File: src/gpio_port_pkg.sv
/*
 * Shared types and constants for the general-purpose I/O port.
 * Assumes a single system clock and an active-low asynchronous reset.
 */
package gpio_port_pkg;

    // ************************************************************
    // Sizes and codes
    // ************************************************************
    localparam int   PORT_WIDTH      = 8;
    localparam int   DRIVE_MODE_W    = 3;
    localparam int   ROUTE_SEL_W     = 2;

    typedef enum logic [2:0] {
        DM_ANALOG     = 3'h0,
        DM_INPUT_ONLY = 3'h1,
        DM_PULLUP     = 3'h2,
        DM_PULLDOWN   = 3'h3,
        DM_OD_LOW     = 3'h4,
        DM_OD_HIGH    = 3'h5,
        DM_STRONG     = 3'h6,
        DM_WEAK       = 3'h7
    } drive_mode_t;

    localparam logic [1:0] ROUTE_PORT    = 2'h0;
    localparam logic [1:0] ROUTE_PERIPH0 = 2'h1;
    localparam logic [1:0] ROUTE_PERIPH1 = 2'h2;
    localparam logic [1:0] ROUTE_ANALOG  = 2'h3;

    // Edge select codes for the pin interrupts.
    localparam logic [1:0] EDGE_NONE     = 2'h0;
    localparam logic [1:0] EDGE_RISE     = 2'h1;
    localparam logic [1:0] EDGE_FALL     = 2'h2;
    localparam logic [1:0] EDGE_BOTH     = 2'h3;

    // ************************************************************
    // Reset values
    // ************************************************************
    localparam logic [7:0] OUT_DATA_RST  = 8'h00;
    localparam logic [7:0] FLAG_RST      = 8'h00;

    // Drive signals presented to one pad.
    typedef struct packed {
        logic out;
        logic strong_hi;
        logic strong_lo;
        logic weak_hi;
        logic weak_lo;
        logic in_en;
        logic lvttl;
        logic slow_slew;
        logic analog_en;
    } pad_ctl_t;

endpackage

File: src/general_purpose_io_port.sv
/*
 * One general-purpose I/O port of up to eight pins: drive modes, threshold and slew
 * selection, hold latch, signal routing, output and pin-state stores, pin interrupts.
 * Assumes pad cells that take the per-pin controls; pin inputs are asynchronous.
 */

module general_purpose_io_port
    import gpio_port_pkg::*;
#(
    parameter int N = PORT_WIDTH
) (
    input  wire logic                        mclk,
    input  wire logic                        resetn,
    input  wire logic [N-1:0][2:0]           drive_mode,
    input  wire logic [N-1:0]                lvttl_sel,
    input  wire logic [N-1:0]                slow_slew,
    input  wire logic [N-1:0][1:0]           io_signal_matrix,
    input  wire logic [N-1:0]                periph0_out,
    input  wire logic [N-1:0]                periph1_out,
    input  wire logic                        hold,
    input  wire logic                        out_wr,
    input  wire logic [N-1:0]                out_wdata,
    input  wire logic [N-1:0][1:0]           irq_edge,
    input  wire logic [N-1:0]                irq_en,
    input  wire logic [N-1:0]                flag_clr,
    input  wire logic [N-1:0]                pin_in,
    output logic      [N-1:0]                pin_state,
    output logic      [N-1:0]                out_data,
    output logic      [N-1:0]                irq_flags,
    output logic                             port_irq,
    output pad_ctl_t  [N-1:0]                pad_ctl
);

    // ************************************************************
    // State
    // ************************************************************
    typedef struct packed {
        logic     [N-1:0] sync1;
        logic     [N-1:0] sync2;
        logic     [N-1:0] state;
        logic     [N-1:0] prev;
        logic     [N-1:0] dout;
        logic     [N-1:0] flags;
        logic             irq;
        pad_ctl_t [N-1:0] pad;
    } st_t;

    st_t st_r;
    st_t st_nxt;

    function automatic pad_ctl_t pad_of(logic [2:0] m, logic d, logic lv, logic sl, logic an);
        pad_ctl_t p;
        p = '0;
        p.out       = d;
        p.lvttl     = lv;
        p.slow_slew = sl;
        p.in_en     = (m != DM_ANALOG) && !an;
        p.analog_en = (m == DM_ANALOG) || an;
        // A single data bit picks which side of the pad is on.
        unique case (drive_mode_t'(m))
            DM_ANALOG:     ;
            DM_INPUT_ONLY: ;
            DM_PULLUP:     begin p.weak_hi = d;  p.strong_lo = !d; end
            DM_PULLDOWN:   begin p.strong_hi = d; p.weak_lo = !d;  end
            DM_OD_LOW:     p.strong_lo = !d;
            DM_OD_HIGH:    p.strong_hi = d;
            DM_STRONG:     begin p.strong_hi = d; p.strong_lo = !d; end
            DM_WEAK:       begin p.weak_hi = d;   p.weak_lo = !d;   end
        endcase
        if (an) begin
            p.strong_hi = 1'b0;
            p.strong_lo = 1'b0;
            p.weak_hi   = 1'b0;
            p.weak_lo   = 1'b0;
        end
        return p;
    endfunction

    // ************************************************************
    // Next state
    // ************************************************************
    always_comb begin
        logic [N-1:0] edge_hit;
        logic         d;
        st_nxt   = st_r;
        edge_hit = '0;
        d        = 1'b0;
        st_nxt.sync1 = pin_in;
        st_nxt.sync2 = st_r.sync1;
        st_nxt.state = st_r.sync2;
        st_nxt.prev  = st_r.state;
        if (out_wr) begin
            st_nxt.dout = out_wdata;
        end
        for (int i = 0; i < N; i++) begin
            unique case (irq_edge[i])
                EDGE_NONE: edge_hit[i] = 1'b0;
                EDGE_RISE: edge_hit[i] = st_r.state[i] & ~st_r.prev[i];
                EDGE_FALL: edge_hit[i] = ~st_r.state[i] & st_r.prev[i];
                EDGE_BOTH: edge_hit[i] = st_r.state[i] ^ st_r.prev[i];
            endcase
            unique case (io_signal_matrix[i])
                ROUTE_PORT:    d = st_nxt.dout[i];
                ROUTE_PERIPH0: d = periph0_out[i];
                ROUTE_PERIPH1: d = periph1_out[i];
                ROUTE_ANALOG:  d = 1'b0;
            endcase
            // Hold keeps the last pad controls so the pin survives deep power-down.
            if (!hold) begin
                st_nxt.pad[i] = pad_of(drive_mode[i], d, lvttl_sel[i], slow_slew[i],
                                       io_signal_matrix[i] == ROUTE_ANALOG);
            end
        end
        // Clear then set so a fresh edge in the clear cycle is kept.
        st_nxt.flags = (st_r.flags & ~flag_clr) | (edge_hit & irq_en);
        st_nxt.irq   = |(st_nxt.flags & irq_en);
    end

    always_ff @(posedge mclk or negedge resetn) begin
        if (!resetn) begin
            st_r       <= '0;
            st_r.dout  <= OUT_DATA_RST;
            st_r.flags <= FLAG_RST;
        end else begin
            st_r <= st_nxt;
        end
    end

    assign pin_state = st_r.state;
    assign out_data  = st_r.dout;
    assign irq_flags = st_r.flags;
    assign port_irq  = st_r.irq;
    assign pad_ctl   = st_r.pad;
endmodule

File: config.mk
export PLATFORM = sky130hd
export DESIGN_NAME = general_purpose_io_port
export DESIGN_NICKNAME = d
export VERILOG_FILES = /design/src/gpio_port_pkg.sv /design/src/general_purpose_io_port.sv
export SDC_FILE = /design/constraint.sdc
export NUM_CORES = 1
export LEC_CHECK = 0
export CORE_AREA = 2 2 121 123
export DETAILED_ROUTE_END_ITERATION = 12
export DIE_AREA = 0 0 123 125
export DONT_BUFFER_PORTS = 1
export SKIP_LAST_GASP = 1
export SLEW_MARGIN = 20
export SYNTH_ARGS = -nofsm -noshare
export SYNTH_HDL_FRONTEND = slang
export SYNTH_SLANG_ARGS = --single-unit
File: constraint.sdc
create_clock -name mclk -period 1.5 [get_ports mclk]
set_input_delay 0 -clock mclk [delete_from_list [all_inputs] [get_ports mclk]]
set_output_delay 0 -clock mclk [all_outputs]
set_load 0.005 [all_outputs]
==> flow_metrics.tcl, run 1 <==
set metrics [dict create \
    status "stopped before the end" \
    failed_stage "clock tree synthesis" \
    first-error "[ERROR RSZ-0060] Max buffer count reached." \
    cts.sinks 121 \
    dp_hpwl_um 8780 \
    netlist_top_cells_area "dfrtp_1, buf_4, mux2_2, nand2_1, ha_1" \
    synth_top_family_by_area "buffers and inverters" \
    synthesis.area_um2 6190 \
    ys_warn_count 0 \
    synth_cell_types 35 \
    synth_seq_cells 121 \
    start_util_pct 43.6 \
    synth_simple_gate_area_share_pct 9.72 \
    cts-root-buf "clkbuf_16" \
    die_h_um 125 \
    synth-adder-area-share_pct 3.23 \
    rows 44 \
    synth_xor_area_share_pct 2.12 \
    postCtsHoldBufs 143 \
    synth.top_cell.area_share_pct 48.9 \
    muxShareOfSynthArea_pct 8.75 \
    syn_inst 586 \
    synth_top_cell_by_area "dfrtp_1" \
    pin_count 221 \
    avgSynthCellArea_um2 10.6 \
    cts_setup_buffers 4 \
    seq_area_frac_synth_pct 48.9 \
    dpl.cell_count 674 \
    post_cts_resized 1 \
    die_w_um 123 \
    place_congestion 0.794 \
    synth_compound_area_share_pct 12.2 \
    htreeDepth 4 \
    synthesis.nets 726 \
    io_buffers 0 \
    cts_made_buffers 17 \
    cts.path.max_buffers 2 \
]
Yosys cell counts:
cell type	instances
o31a_1	4
a32o_1	5
a21o_1	6
nor2_1	24
a31oi_1	6
clkbuf_1	7
nor2b_1	3
mux2_2	25
inv_1	40
nand2b_1	12
nand4_1	6
mux2i_1	11
mux2_4	4
o31ai_1	14
o21ai_0	30
dfrtp_1	121
ha_1	16
nor3b_1	3
o41ai_2	4
a21oi_1	15
a32oi_1	1
nand3b_1	5
o21ai_2	9
buf_4	96
buf_2	4
nand2_1	70
xor2_1	7
a22o_1	2
or4_1	1
a21boi_0	9
buf_6	1
a22oi_1	3
mux2i_4	4
xnor2_1	8
nand3_1	10
metrics by stage:
stage | hold WS, ps | util [%] | setup slack (ps) | cell area, µm²
floorplan | -296 | - | -117 | 6190
global placement | -293 | 40.4 | -216 | 5730
detailed placement | -293 | 40.4 | -233 | 5730
kinds of logic after synthesis:
family          count (synthesis)
buf+inv                       148
flops                         121
xor+xnor                       15
compound gates                108
mux                            44
simple gates                  134
fa+ha+maj                      16
==> inputs of run 2 (changes only) <==
Settings changed: CORE_AREA 2 2 121 123 to 2 2 147 149, DIE_AREA 0 0 123 125 to 0 0 149 151, PLACE_DENSITY_LB_ADDON set to 0.15.
Clock period 1.5 ns to 2 ns, I/O delays scaled along.
==> run 2 against run 1 <==
  * The flow now finishes, with violations (negative hold slack)
  * Synthesized area is the same
  * Synthesized cell count is the same
==> flow_metrics.tcl, run 2 <==
set metrics [dict create \
    synth_seq_cells 121 \
    avgSynthCellArea_um2 10.6 \
    grt_usage_pct 13.5 \
    synthesis.area_um2 6190 \
    powerDensity_nw_per_um2 855 \
    crit_path_max_incr_delay_ps 620 \
    grt_max_degree 122 \
    path_clk_slew_ps 60 \
    wl_per_cell_um 16.2 \
    ys_warn_count 0 \
    cpMostUsedCell "mux2_2" \
    netlist_top_cells_count "dfrtp_1, buf_4, nand2_1" \
    cts_made_buffers 17 \
    reg2regPathDepth 5 \
    antennaDiodeCount 0 \
    grt_pass1_vias 4580 \
    path_delay_family "multiplexers" \
    start_util_pct 29.7 \
    seq_area_frac_synth_pct 48.9 \
    postCtsHoldBufs 152 \
    maxSlewViolCount 0 \
    violations "negative hold slack" \
    mostFrequentLayoutCells "dlygate4sd3_1, dfrtp_1, nand2_1" \
    synthArstFlopShare_pct 100 \
    layout_commonest_cell "dlygate4sd3_1" \
    syn_inst 586 \
    synthesis.nets 726 \
    n_fill_cell 2056 \
    maxSlewHeadroom_pct 68.9 \
    dp_hpwl_um 9640 \
    fin_crit_sh_pct 97.7 \
    worst_hold_slack_ps -711 \
    rsz0062_at_grt "true" \
    fin_nets 787 \
    cts_tree "built" \
    worst-path-stages 5 \
    regArea_um2 3030 \
    drive_gt1_share_pct 13.5 \
    worstPathCellList "mux2_2 -> mux2i_2 -> o21ai_2 -> dlygate4sd3_1 -> mux2_2" \
    finalSetupTns_ps 0 \
    crit_start "out_data[5]" \
    wl_um 15100 \
    drc_errors 0 \
    dieArea_um2 22500 \
    largest_reg_flops 72 \
    vias 4261 \
    htreeDepth 4 \
    hold_violations 126 \
    critPathKind "flop to flop" \
    cts-root-buf "clkbuf_16" \
    hold_path_class "primary input to asynchronous set/reset pin" \
    clk-insertion-delay-late_ps 400 \
    topRoutingLayerUsed "met4" \
    synth_cell_types 35 \
    synth.most_common_cell "dfrtp_1" \
    slowest_stage "dlygate4sd3_1" \
    viasPerCell 4.56 \
    cp.arrival_ps 2250 \
    synth.top_cell.area_share_pct 48.9 \
    fin_cells 935 \
    synth_enable_flop_cells 0 \
    core_area_um2 20800 \
    synth_top_cell_by_area "dfrtp_1" \
    max_freq_mhz 512 \
    gr-total-overflow 0 \
    r2r_start "out_data[5]" \
    wl_met3_um 1760 \
    place_congestion 0.773 \
    drt_iter0_markers 198 \
    grt_first_pass_wirelength_um 23700 \
    cp.required_ps 2290 \
    io_buffers 0 \
    syn_to_final_growth_pct 28.2 \
    firstDrtPassIters 4 \
    fin_crit_ps 1950 \
    critPathLaunchType "flop" \
    antenna_found_initial 0 \
    wl_met2_um 7050 \
    pin_count 221 \
    cts.sinks 121 \
    synth_ff_type "dfrtp_1" \
    die_w_um 149 \
    critPathBufInv 1 \
    wl_met1_um 6140 \
    place_area_um2 5760 \
    netlist_top_cells_area "dfrtp_1, buf_4, mux2_2, nand2_1, ha_1" \
    die_h_um 151 \
    cts.path.max_buffers 2 \
    status "complete, but fails checks" \
    cp_max_fo 3 \
    worst_slew_pin_slew_ps 466 \
    multi_input_area_um2 2280 \
    ir_drop_uv 500 \
    postLayoutCellArea_um2 7930 \
    rows 53 \
    drv_cap 0 \
    finalSetupViolCount 0 \
    leakagePower_nw 3.54 \
    cp-end-kind "flop" \
    ant_nets 0 \
    skew_ps 8.54 \
    dpl.cell_count 753 \
]
## run 2: cell counts after synthesis
Identical to the previous run, type by type.
## run 2: cells by family after synthesis
| logic type | share of synthesized area, % |
|---|---|
| compound gates | 12.2 |
| flops | 48.9 |
| simple gates | 9.72 |
| mux | 8.75 |
| xor+xnor | 2.12 |
| buf+inv | 15.0 |
| fa+ha+maj | 3.23 |
## run 2: timing repair
action | CTS | global route
hold endpoints to repair | 218 | 121
endpoints found under the setup margin | 0 | 22
buffers inserted | 0 | 1
gates resized for setup | 0 | 19
## run 2: path summary, 6_finish.rpt
check / to / slack, ps
max: pad_ctl[53] / 50
min in group mclk: pad_ctl[41] / -40
max in group asynchronous: pad_ctl[39] / 2560
min: irq_flags[0] / -710
max reg2reg: pad_ctl[53] / 50
min reg2reg: st_nxt[102] / 340
## run 2: area by class of cell
cell class / instances / share of cell area, %
sequential: 121 / 38.2
multi-input combinational: 317 / 28.7
timing repair buffer: 150 / 19.2
clock buffer: 21 / 5.80
tap: 275 / 4.34
inverter: 40 / 1.89
clock inverter: 11 / 1.85
## run 2: layer usage
layer	track usage, %	vias to the layer above
met3	6.72	12
met2	21.8	178
li1	-	2008
met4	4.43	0
met5	0	-
met1	15.8	2063
## run 2: stage by stage
| stage | worst slack [ps] | hold WS [ps] | utilization [%] | total power [mW] |
|---|---|---|---|---|
| 2_1_floorplan | 340 | -296 | - | 3.44 |
| 3_3_place_gp | 157 | -292 | 27.6 | 3.30 |
| 3_5_place_dp | 157 | -292 | 27.6 | 3.31 |
| 4_1_cts | 4.76 | -743 | 37.9 | 6.90 |
| 5_1_grt | -92.7 | -750 | 38.1 | 7.14 |
| 6_report | 46.0 | -711 | 38.1 | 6.78 |
## run 2: where the power goes
group | internal [mW] | switching (mW) | total, mW
Sequential | 2.65 | 0.177 | 2.83
Clock | 2.03 | 1.12 | 3.15
Combinational | 0.477 | 0.324 | 0.801
Note: power is estimated with default switching activity, not from simulation.
==> inputs of run 3 (changes only) <==
Clock period 2 ns to 1.9 ns, I/O delays scaled along.
==> run 3 against run 2 <==
  * The flow now stops in clock tree synthesis
  * Synthesized cell count did not move
  * Synthesized area did not move
==> flow_metrics.tcl, run 3 <==
set metrics [dict create \
    dp_hpwl_um 9700 \
    die_w_um 149 \
    start_util_pct 29.7 \
    synth.most_common_cell "dfrtp_1" \
    synth_cell_types 35 \
    synth_enable_flop_cells 0 \
    synth_top_family_by_area "buffers and inverters" \
    io_buffers 0 \
    cts.path.max_buffers 2 \
    synth_top_cell_by_area "dfrtp_1" \
    avgSynthCellArea_um2 10.6 \
    synth_ff_type "dfrtp_1" \
    synthesis.area_um2 6190 \
    synthArstFlopShare_pct 100 \
    ys_warn_count 0 \
    synth.top_cell.area_share_pct 48.9 \
    first-error "[ERROR RSZ-0060] Max buffer count reached." \
    synthesis.nets 726 \
    seq_area_frac_synth_pct 48.9 \
    place_area_um2 5760 \
    cts_setup_buffers 0 \
    synth_simple_gate_area_share_pct 9.72 \
    netlist_top_cells_count "dfrtp_1, buf_4, nand2_1" \
    cts.sinks 121 \
    htreeDepth 4 \
    muxShareOfSynthArea_pct 8.75 \
    cts_made_buffers 17 \
    cts-root-buf "clkbuf_16" \
    netlist_top_cells_area "dfrtp_1, buf_4, mux2_2, nand2_1, ha_1" \
    die_h_um 151 \
    synth_xor_area_share_pct 2.12 \
    synth_seq_cells 121 \
    synth-adder-area-share_pct 3.23 \
    status "stopped before the end" \
    syn_inst 586 \
    pin_count 221 \
    postCtsHoldBufs 158 \
    place_ws_ps 9.44 \
    post_cts_resized 0 \
    rows 53 \
    synth_compound_area_share_pct 12.2 \
    failed_stage "clock tree synthesis" \
    place_congestion 0.778 \
]
run 3: cell counts after synthesis:
Identical to the previous run, type by type.
run 3: kinds of logic after synthesis:
logic type      after synthesis
simple gates                134
xor+xnor                     15
fa+ha+maj                    16
flops                       121
mux                          44
buf+inv                     148
compound gates              108
run 3: metrics by stage:
stage          hold slack [ps]  utilization [%]  std cells
3_5_place_dp              -292             27.7        754
3_3_place_gp              -293             27.7        754
2_1_floorplan             -296                -        586
